File: src/core/modbus_resp_pkg.sv
// Constants shared by the measurement responder and its serial byte engine.
package modbus_resp_pkg;

	// Clock and serial timing.
	localparam int CLK_HZ        = 125_000_000;
	localparam int BAUD_RATE     = 19200;
	localparam int CHAR_BITS     = 10;
	localparam int IFG_CHARS     = 7;
	localparam int RESP_DELAY_MS = 0;
	localparam int BIT_CYCLES    = CLK_HZ / BAUD_RATE;
	localparam int IFG_CYCLES    = BIT_CYCLES * CHAR_BITS * IFG_CHARS;
	localparam int DATA_BITS     = 8;

	// Request and reply framing.
	localparam logic [3:0]  REQ_LEN        = 4'h8;
	localparam logic [3:0]  REQ_OVERFLOW   = 4'h9;
	localparam logic [7:0]  HDR_LEN        = 8'h03;
	localparam logic [7:0]  CRC_LEN        = 8'h02;
	localparam logic [7:0]  REPLY_EXC_LEN  = 8'h05;
	localparam logic [15:0] CRC_INIT       = 16'hFFFF;
	localparam logic [15:0] CRC_POLY       = 16'hA001;
	localparam logic [15:0] CRC_RESIDUE    = 16'h0000;
	localparam logic [15:0] MAX_QTY_DEF    = 16'h007D;

	// Function and exception codes.
	localparam logic [7:0] FC_READ_HOLDING   = 8'h03;
	localparam logic [7:0] EXC_FLAG          = 8'h80;
	localparam logic [7:0] EXC_ILLEGAL_FUNC  = 8'h01;
	localparam logic [7:0] EXC_ILLEGAL_VALUE = 8'h03;

	// Register indices of the measurement channels.
	localparam logic [15:0] REG_FLOW_LO = 16'h0006;
	localparam logic [15:0] REG_FLOW_HI = 16'h0007;
	localparam logic [15:0] REG_CONS_LO = 16'h0008;
	localparam logic [15:0] REG_CONS_HI = 16'h0009;
	localparam logic [15:0] REG_REV_LO  = 16'h000E;
	localparam logic [15:0] REG_REV_HI  = 16'h000F;
	localparam logic [15:0] REG_DIR_LO  = 16'h002A;
	localparam logic [15:0] REG_DIR_HI  = 16'h002B;

	// Flow direction values.
	localparam logic [15:0] DIR_FORWARD = 16'h0000;
	localparam logic [15:0] DIR_REVERSE = 16'h0001;

	// One step of the reflected CRC-16 used on the serial link.
	function automatic logic [15:0] crc16_byte(input logic [15:0] crc, input logic [7:0] data);
		logic [15:0] c;
		c = crc ^ {8'h00, data};
		for (int i = 0; i < DATA_BITS; i++) begin
			c = c[0] ? ((c >> 1) ^ CRC_POLY) : (c >> 1);
		end
		return c;
	endfunction : crc16_byte

	// Two packed decimal digits to a binary bus address.
	function automatic logic [7:0] bcd_to_addr(input logic [7:0] bcd);
		return 8'({4'h0, bcd[7:4]} * 8'h0A + {4'h0, bcd[3:0]});
	endfunction : bcd_to_addr

endpackage : modbus_resp_pkg

File: src/core/modbus_measurement_responder.sv
// Serial slave that answers holding-register reads of the four measurement channels.
`timescale 1ns/1ps
module modbus_measurement_responder #(
	parameter int          BIT_CYCLES = modbus_resp_pkg::BIT_CYCLES,
	parameter int          IFG_CYCLES = modbus_resp_pkg::IFG_CYCLES,
	parameter logic [15:0] MAX_QTY    = modbus_resp_pkg::MAX_QTY_DEF
) (
	input  wire logic        clk_i,
	input  wire logic        sys_rst_i,
	input  wire logic        rs485_rx_i,
	output logic             rs485_tx_o,
	output logic             rs485_de_o,
	input  wire logic [7:0]  serial_tail_bcd_i,
	input  wire logic [31:0] flow_value_i,
	input  wire logic [31:0] consumption_i,
	input  wire logic [31:0] reverse_consumption_i,
	input  wire logic        flow_reversed_i,
	output logic             busy_o
);
	localparam int IW = $clog2(IFG_CYCLES + 1);

	if (IFG_CYCLES < 2 || BIT_CYCLES < 4) begin : g_chk_time
		$error("modbus_measurement_responder: timing counts too small");
	end
	if (MAX_QTY == 16'h0000 || MAX_QTY > modbus_resp_pkg::MAX_QTY_DEF) begin : g_chk_qty
		$error("modbus_measurement_responder: MAX_QTY out of range");
	end

	typedef enum logic [2:0] {
		ST_LISTEN = 3'b001,
		ST_SEND   = 3'b010,
		ST_FLUSH  = 3'b100
	} resp_state_t;

	typedef struct packed {
		resp_state_t     st;
		logic [7:0][7:0] req;
		logic [3:0]      rx_cnt;
		logic            rx_bad;
		logic [15:0]     rx_crc;
		logic [IW-1:0]   idle;
		logic [7:0]      addr;
		logic            exc;
		logic [7:0]      field;
		logic [15:0]     start;
		logic [7:0]      len;
		logic [7:0]      idx;
		logic [15:0]     tx_crc;
		logic [31:0]     flow;
		logic [31:0]     cons;
		logic [31:0]     rev;
		logic            dir;
	} resp_regs_t;

	resp_regs_t s_r;
	resp_regs_t s_nxt;

	logic       rx_valid;
	logic [7:0] rx_data;
	logic       rx_ferr;
	logic       tx_ready;
	logic       tx_valid;
	logic [7:0] tx_byte;

	rtu_uart #(
		.BIT_CYCLES(BIT_CYCLES)
	) u_uart (
		.clk_i      (clk_i),
		.sys_rst_i  (sys_rst_i),
		.rx_i       (rs485_rx_i),
		.rx_valid_o (rx_valid),
		.rx_data_o  (rx_data),
		.rx_ferr_o  (rx_ferr),
		.tx_valid_i (tx_valid),
		.tx_data_i  (tx_byte),
		.tx_ready_o (tx_ready),
		.tx_o       (rs485_tx_o)
	);

	// One 16-bit register of the snapshot, 32-bit values low word first.
	function automatic logic [15:0] reg_word(input resp_regs_t s, input logic [15:0] r);
		logic [15:0] w;
		w = 16'h0000;
		case (r)
			modbus_resp_pkg::REG_FLOW_LO: w = s.flow[15:0];
			modbus_resp_pkg::REG_FLOW_HI: w = s.flow[31:16];
			modbus_resp_pkg::REG_CONS_LO: w = s.cons[15:0];
			modbus_resp_pkg::REG_CONS_HI: w = s.cons[31:16];
			modbus_resp_pkg::REG_REV_LO:  w = s.rev[15:0];
			modbus_resp_pkg::REG_REV_HI:  w = s.rev[31:16];
			modbus_resp_pkg::REG_DIR_LO: begin
				w = s.dir ? modbus_resp_pkg::DIR_REVERSE : modbus_resp_pkg::DIR_FORWARD;
			end
			modbus_resp_pkg::REG_DIR_HI:  w = modbus_resp_pkg::DIR_FORWARD;
			default:                      w = 16'h0000;
		endcase
		return w;
	endfunction : reg_word

	// Byte number idx of the reply frame, including the trailing check bytes.
	always_comb begin
		logic [7:0]  k;
		logic [15:0] w;
		k = s_r.idx - modbus_resp_pkg::HDR_LEN;
		w = reg_word(s_r, s_r.start + {8'h00, 1'b0, k[7:1]});
		if (s_r.idx == 8'h00) begin
			tx_byte = s_r.addr;
		end else if (s_r.idx == 8'h01) begin
			tx_byte = s_r.exc ? (modbus_resp_pkg::FC_READ_HOLDING | modbus_resp_pkg::EXC_FLAG)
					: modbus_resp_pkg::FC_READ_HOLDING;
		end else if (s_r.idx == 8'h02) begin
			tx_byte = s_r.field;
		end else if (s_r.idx == s_r.len - modbus_resp_pkg::CRC_LEN) begin
			tx_byte = s_r.tx_crc[7:0];
		end else if (s_r.idx == s_r.len - 8'h01) begin
			tx_byte = s_r.tx_crc[15:8];
		end else begin
			tx_byte = k[0] ? w[7:0] : w[15:8];
		end
	end

	assign tx_valid = (s_r.st == ST_SEND);

	always_comb begin
		logic [7:0]  own;
		logic [15:0] qty;
		logic        frame_end;
		s_nxt = s_r;
		own = modbus_resp_pkg::bcd_to_addr(serial_tail_bcd_i);
		qty = {s_r.req[4], s_r.req[5]};
		frame_end = 1'b0;
		case (s_r.st)
			ST_LISTEN: begin
				if (rx_valid || rx_ferr) begin
					s_nxt.idle = '0;
					s_nxt.rx_crc = modbus_resp_pkg::crc16_byte(s_r.rx_crc, rx_data);
					s_nxt.rx_bad = s_r.rx_bad | rx_ferr;
					if (s_r.rx_cnt < modbus_resp_pkg::REQ_LEN) begin
						s_nxt.req[s_r.rx_cnt[2:0]] = rx_data;
						s_nxt.rx_cnt = s_r.rx_cnt + 4'h1;
					end else begin
						// An overlong frame is not a read request.
						s_nxt.rx_cnt = modbus_resp_pkg::REQ_OVERFLOW;
					end
				end else if (s_r.idle != IW'(IFG_CYCLES)) begin
					s_nxt.idle = s_r.idle + IW'(1);
					frame_end = (s_r.idle == IW'(IFG_CYCLES - 1)) && (s_r.rx_cnt != 4'h0);
				end
				if (frame_end) begin
					s_nxt.rx_cnt = 4'h0;
					s_nxt.rx_bad = 1'b0;
					s_nxt.rx_crc = modbus_resp_pkg::CRC_INIT;
					if (!s_r.rx_bad && s_r.rx_cnt == modbus_resp_pkg::REQ_LEN &&
						s_r.rx_crc == modbus_resp_pkg::CRC_RESIDUE &&
						s_r.req[0] == own) begin
						// Snapshot keeps both halves of every 32-bit value coherent.
						s_nxt.flow = flow_value_i;
						s_nxt.cons = consumption_i;
						s_nxt.rev = reverse_consumption_i;
						s_nxt.dir = flow_reversed_i;
						s_nxt.addr = own;
						s_nxt.start = {s_r.req[2], s_r.req[3]};
						s_nxt.idx = 8'h00;
						s_nxt.tx_crc = modbus_resp_pkg::CRC_INIT;
						s_nxt.st = ST_SEND;
						if (s_r.req[1] != modbus_resp_pkg::FC_READ_HOLDING) begin
							s_nxt.exc = 1'b1;
							s_nxt.field = modbus_resp_pkg::EXC_ILLEGAL_FUNC;
							s_nxt.len = modbus_resp_pkg::REPLY_EXC_LEN;
						end else if (qty == 16'h0000 || qty > MAX_QTY) begin
							s_nxt.exc = 1'b1;
							s_nxt.field = modbus_resp_pkg::EXC_ILLEGAL_VALUE;
							s_nxt.len = modbus_resp_pkg::REPLY_EXC_LEN;
						end else begin
							s_nxt.exc = 1'b0;
							s_nxt.field = {qty[6:0], 1'b0};
							s_nxt.len = modbus_resp_pkg::HDR_LEN + {qty[6:0], 1'b0} +
									modbus_resp_pkg::CRC_LEN;
						end
					end
				end
			end
			ST_SEND: begin
				// Incoming bytes are ignored, so one request is served at a time.
				if (tx_ready) begin
					if (s_r.idx < s_r.len - modbus_resp_pkg::CRC_LEN) begin
						s_nxt.tx_crc = modbus_resp_pkg::crc16_byte(s_r.tx_crc, tx_byte);
					end
					s_nxt.idx = s_r.idx + 8'h01;
					if (s_r.idx == s_r.len - 8'h01) begin
						s_nxt.st = ST_FLUSH;
					end
				end
			end
			ST_FLUSH: begin
				// The driver stays on until the last stop bit has left the line.
				if (tx_ready) begin
					s_nxt.st = ST_LISTEN;
					s_nxt.idle = '0;
					s_nxt.rx_cnt = 4'h0;
					s_nxt.rx_bad = 1'b0;
					s_nxt.rx_crc = modbus_resp_pkg::CRC_INIT;
				end
			end
			default: begin
				s_nxt.st = ST_LISTEN;
			end
		endcase
	end

	always_ff @(posedge clk_i) begin
		if (sys_rst_i) begin
			s_r <= '0;
			s_r.st <= ST_LISTEN;
			s_r.rx_crc <= modbus_resp_pkg::CRC_INIT;
			s_r.tx_crc <= modbus_resp_pkg::CRC_INIT;
		end else begin
			s_r <= s_nxt;
		end
	end

	assign rs485_de_o = (s_r.st != ST_LISTEN);
	assign busy_o = (s_r.st != ST_LISTEN);

endmodule : modbus_measurement_responder

File: src/core/rtu_uart.sv
// Serial byte engine, 8 data bits, no parity, one stop bit, for the RS-485 link.
`timescale 1ns/1ps
module rtu_uart #(
	parameter int BIT_CYCLES = modbus_resp_pkg::BIT_CYCLES
) (
	input  wire logic       clk_i,
	input  wire logic       sys_rst_i,
	input  wire logic       rx_i,
	output logic            rx_valid_o,
	output logic [7:0]      rx_data_o,
	output logic            rx_ferr_o,
	input  wire logic       tx_valid_i,
	input  wire logic [7:0] tx_data_i,
	output logic            tx_ready_o,
	output logic            tx_o
);
	localparam int CW = $clog2(BIT_CYCLES);

	if (BIT_CYCLES < 4) begin : g_chk
		$error("rtu_uart: BIT_CYCLES too small");
	end

	typedef struct packed {
		logic [1:0]    sync;
		logic          rx_busy;
		logic [CW-1:0] rx_cnt;
		logic [3:0]    rx_bit;
		logic [7:0]    rx_sh;
		logic          rx_valid;
		logic          rx_ferr;
		logic [7:0]    rx_data;
		logic          tx_busy;
		logic [CW-1:0] tx_cnt;
		logic [3:0]    tx_bits;
		logic [8:0]    tx_sh;
		logic          tx_line;
	} uart_state_t;

	uart_state_t s_r;
	uart_state_t s_nxt;

	logic line;

	always_comb begin
		s_nxt = s_r;
		line = s_r.sync[1];
		s_nxt.sync = {s_r.sync[0], rx_i};
		s_nxt.rx_valid = 1'b0;
		s_nxt.rx_ferr = 1'b0;
		if (!s_r.rx_busy) begin
			if (!line) begin
				s_nxt.rx_busy = 1'b1;
				s_nxt.rx_cnt = CW'(BIT_CYCLES / 2);
				s_nxt.rx_bit = 4'h0;
			end
		end else if (s_r.rx_cnt != '0) begin
			s_nxt.rx_cnt = s_r.rx_cnt - CW'(1);
		end else begin
			s_nxt.rx_cnt = CW'(BIT_CYCLES - 1);
			if (s_r.rx_bit == 4'h0) begin
				// A start bit that is gone by mid-bit was a glitch.
				s_nxt.rx_busy = ~line;
				s_nxt.rx_bit = 4'h1;
			end else if (s_r.rx_bit <= 4'(modbus_resp_pkg::DATA_BITS)) begin
				s_nxt.rx_sh = {line, s_r.rx_sh[7:1]};
				s_nxt.rx_bit = s_r.rx_bit + 4'h1;
			end else begin
				s_nxt.rx_busy = 1'b0;
				s_nxt.rx_valid = line;
				s_nxt.rx_ferr = ~line;
				s_nxt.rx_data = s_r.rx_sh;
			end
		end
		if (!s_r.tx_busy) begin
			s_nxt.tx_line = 1'b1;
			if (tx_valid_i) begin
				s_nxt.tx_busy = 1'b1;
				s_nxt.tx_line = 1'b0;
				s_nxt.tx_sh = {1'b1, tx_data_i};
				s_nxt.tx_bits = 4'(modbus_resp_pkg::CHAR_BITS - 1);
				s_nxt.tx_cnt = CW'(BIT_CYCLES - 1);
			end
		end else if (s_r.tx_cnt != '0) begin
			s_nxt.tx_cnt = s_r.tx_cnt - CW'(1);
		end else if (s_r.tx_bits == 4'h0) begin
			s_nxt.tx_busy = 1'b0;
		end else begin
			s_nxt.tx_line = s_r.tx_sh[0];
			s_nxt.tx_sh = {1'b1, s_r.tx_sh[8:1]};
			s_nxt.tx_bits = s_r.tx_bits - 4'h1;
			s_nxt.tx_cnt = CW'(BIT_CYCLES - 1);
		end
	end

	always_ff @(posedge clk_i) begin
		if (sys_rst_i) begin
			s_r <= '0;
			s_r.sync <= 2'h3;
			s_r.tx_line <= 1'b1;
			s_r.tx_sh <= '1;
		end else begin
			s_r <= s_nxt;
		end
	end

	assign rx_valid_o = s_r.rx_valid;
	assign rx_data_o = s_r.rx_data;
	assign rx_ferr_o = s_r.rx_ferr;
	assign tx_ready_o = ~s_r.tx_busy;
	assign tx_o = s_r.tx_line;

endmodule : rtu_uart

File: config.mk
export PLATFORM = sky130hd
export DESIGN_NAME = modbus_measurement_responder
export DESIGN_NICKNAME = d
export VERILOG_FILES = /design/src/core/modbus_resp_pkg.sv /design/src/core/modbus_measurement_responder.sv /design/src/core/rtu_uart.sv
export SDC_FILE = /design/constraint.sdc
export NUM_CORES = 1
export LEC_CHECK = 0
export CORE_MARGIN = 3
export CORE_UTILIZATION = 35
export DETAILED_ROUTE_END_ITERATION = 6
export DONT_BUFFER_PORTS = 1
export SYNTH_ARGS = -nofsm -noshare
export SYNTH_HDL_FRONTEND = slang
export SYNTH_HIERARCHICAL = 1
export SYNTH_SLANG_ARGS = --single-unit
File: constraint.sdc
create_clock -name clk_i -period 6.7 [get_ports clk_i]
set_input_delay 1.005 -clock clk_i [delete_from_list [all_inputs] [get_ports clk_i]]
set_output_delay 1.005 -clock clk_i [all_outputs]
set_load 0.1 [all_outputs]
==> flow_summary.toml <==
[global_routing]
grt_max_degree = 272
grt_remaining_overflow = 0
grt_pass1_vias = 12870
grt_usage_pct = 17.43
grt_pass1_wl_mm = 70.24
grt_antenna_before_repair = 2

[power]
pwr-share-seq_pct = 46.8
p_clk_share_pct = 50.7
internal_power_mw = 3.195
vdd_drop_max_uv = 165.0
p_comb_share_pct = 2.5
p_per_area_mw_per_mm2 = 229.2
p_switching_mw = 0.8926
swShare_pct = 21.84
p_leak_nw = 6.485

[route]
postRouteAntennaNets = 0
drt_iter0_markers = 1097
drt-total-wl_mm = 44.23
vias = 13730
routedWlPerCell_um = 17.59
vias_per_cell = 5.461
drc = 0
drt_first_pass_iters = 5

[yosys]
yosysMostFrequentCell = "nand2_1"
synth_area_sq_mm = 0.01626
yosysTopAreaCell = "dfxtp_1"
yosys_register_bits = 318
synth_edf_count = 0
async_flop_share_pct = 0
synth_common_cells = "nand2_1, dfxtp_1, a21oi_1"
synth_top_area_share_pct = 39.14
syn_area_per_cell_sq_um = 8.302
synth_nets = 2110
synthDistinctLibCells = 100
synth.area.top_cells = "dfxtp_1, nand2_1, mux2i_1"
yosysSeqAreaShare_pct = 39.14
syn_inst = 1959
ys.warnings.count = 6
synth-main-ff-cell = "dfxtp_1"

[place]
gp_congestion = 0.9014
dpl.hpwl_mm = 31.80
port_buffers = 0

[min_path]
min_path_type = "reg2reg"
min_path_cells = 1

[worst_setup_path]
path_depth = 18
crit_fanout = 13
critPathSlowestCell = "dfxtp_1"
crit_path_max_incr_delay_ps = 640
crit_family = "compound AO/OA/AOI/OAI gates"
crit_path_start_kind = "flop"
cp-end-kind = "flop"
crit_chain = "clkinv_1, ha_1, ha_1, fa_1, a211oi_2, o211ai_2, a211o_1, a22oi_4, and4_1, nand2_1, a311oi_2, nor3_1, a211o_1, xor2_2, xor3_2, xnor2_2, nor3b_1, o31ai_2"
setup.worst_path.class = "reg2reg"
rr_worst_depth = 18
crit_arrival_ps = 6250
rrSetupSlack_ps = 890
critical_path_required_ps = 7140
crit_buf_inv = 1

[clock_tree]
hold_buffers = 0
postCtsSetupRepairBufs = 0
insertion_delay_ps = 560
ctsHtreeMaxLevel = 2
post_cts_resized = 0
clk_path_buf_depth = 3
cts-buffers-inserted = 37
cts_tree = "done"
cts_root_buffer = "clkbuf_16"
cts_sinks = 318
clk_pin_slew_ps = 60

[die]
ios = 111
start_util_pct = 35.61
rows = 78
dieHeight_um = 221.6
die-area_sq_mm = 0.04909
die_x_um = 221.6
fp.coreArea_sq_mm = 0.04567

[sta]
rsz0062_at_grt = "false"
setup_viol = 0
maxSlewViolCount = 0
min_period_over_period_pct = 86.77
clock_skew_ps = 27.91
fin_tns_setup_ps = 0
fmax_mhz = 172.0
slew_headroom_pct = 28.84
worst_pin_slew_ps = 1066
finalCriticalPeriod_ps = 5813
final_hold_viol_count = 0

[flow_run]
cap_violations = 0

[layout]
finalNetCount = 2036
fin_util_pct = 39.04
antenna_cells = 0
final_layout_size_suffix_gt1_share_pct = 6.844
area_growth_pct = 9.632

[outcome]
outcome = "completed"
-- worst paths after layout --
kind	to	from
min	u_uart/line$_SDFF_PP1_	u_uart/s_nxt[65]$_SDFF_PP1_
max	s_r[97]$_SDFFE_PP1P_	s_r[113]$_SDFFE_PP0P_
min reg2reg	u_uart/line$_SDFF_PP1_	u_uart/s_nxt[65]$_SDFF_PP1_
max reg2reg	s_r[97]$_SDFFE_PP1P_	s_r[113]$_SDFFE_PP0P_
-- logic make-up (layout without fill, tap and decap cells) --
group,count (synthesis),count (layout),synth area share (%)
DFF,318,318,39.14
adders and majority gates,43,43,3.446
xor gates and xnor gates,105,105,6.116
and+or+nand+nor,800,800,23.36
AOI/OAI and AO/OA,432,432,17.43
buffers and inverters,158,113,4.139
muxes,103,103,6.370
-- cells in the final DEF (no fill, tap or decap), types with 20 or more instances in the layout --
cell type,n
nand2_1,356
dfxtp_1,318
a21oi_1,193
nor2_1,179
mux2i_1,99
xnor2_1,53
o21ai_0,49
xor2_1,45
nand3_1,40
ha_1,40
clkbuf_16,38
nor3_1,37
inv_1,32
o211ai_1,27
nand4_1,23
nand2b_1,20
-- stage by stage --
step	instance area (sq um)	hold slack [ps]	instances	setup slack, ps	power, mW
after CTS	17830	419.0	2514	957.6	4.152
after floorplan	16260	389.5	1959	1743	2.058
after global placement	16570	397.6	2446	1045	2.054
after global routing	17830	428.6	2514	564.6	4.231
final	17830	419.6	2514	886.5	4.087
after detailed placement	16570	400.0	2446	968.2	2.057
-- routing by layer --
| metal | track usage (%) | vias to the layer above | part of all wire [%] |
|---|---|---|---|
| li1 | - | 6739 | - |
| met1 | 23.64 | 6597 | 46 |
| met2 | 27.78 | 301 | 45 |
| met3 | 3.283 | 87 | 5.2 |
| met4 | 6.213 | 4 | 3.1 |
| met5 | 0 | - | 0.079 |
-- power groups by stage --
stage | Sequential [mW] | Clock, mW | Combinational (mW)
after floorplan | 1.95 | 0 | 0.108
after global placement | 1.95 | 0 | 0.101
after detailed placement | 1.95 | 0 | 0.104
after CTS | 1.91 | 2.14 | 0.105
after global routing | 1.91 | 2.20 | 0.116
final | 1.91 | 2.07 | 0.104
-- registers in the layout, summed over array words and instances (netlist names) --
name               flops
u_uart/rx_data_o       8
u_uart/tx_o            1
u_uart/rx_ferr_o       1
u_uart/s_r            53
u_uart/rx_valid_o      1
u_uart/s_nxt           1
u_uart/line            1
s_r                  252
-- final cells by class --
cell class                      count  area, sq um
Fill cell                        4660        27840
Multi-Input combinational cell   1483         9244
Sequential cell                   318         6366
Clock buffer                       56         1089
Tap cell                          600        750.7
Clock inverter                     12        171.4
Inverter                           34        127.6
Timing Repair Buffer               11        82.58
No activity file was read; power rests on OpenSTA's default activity.
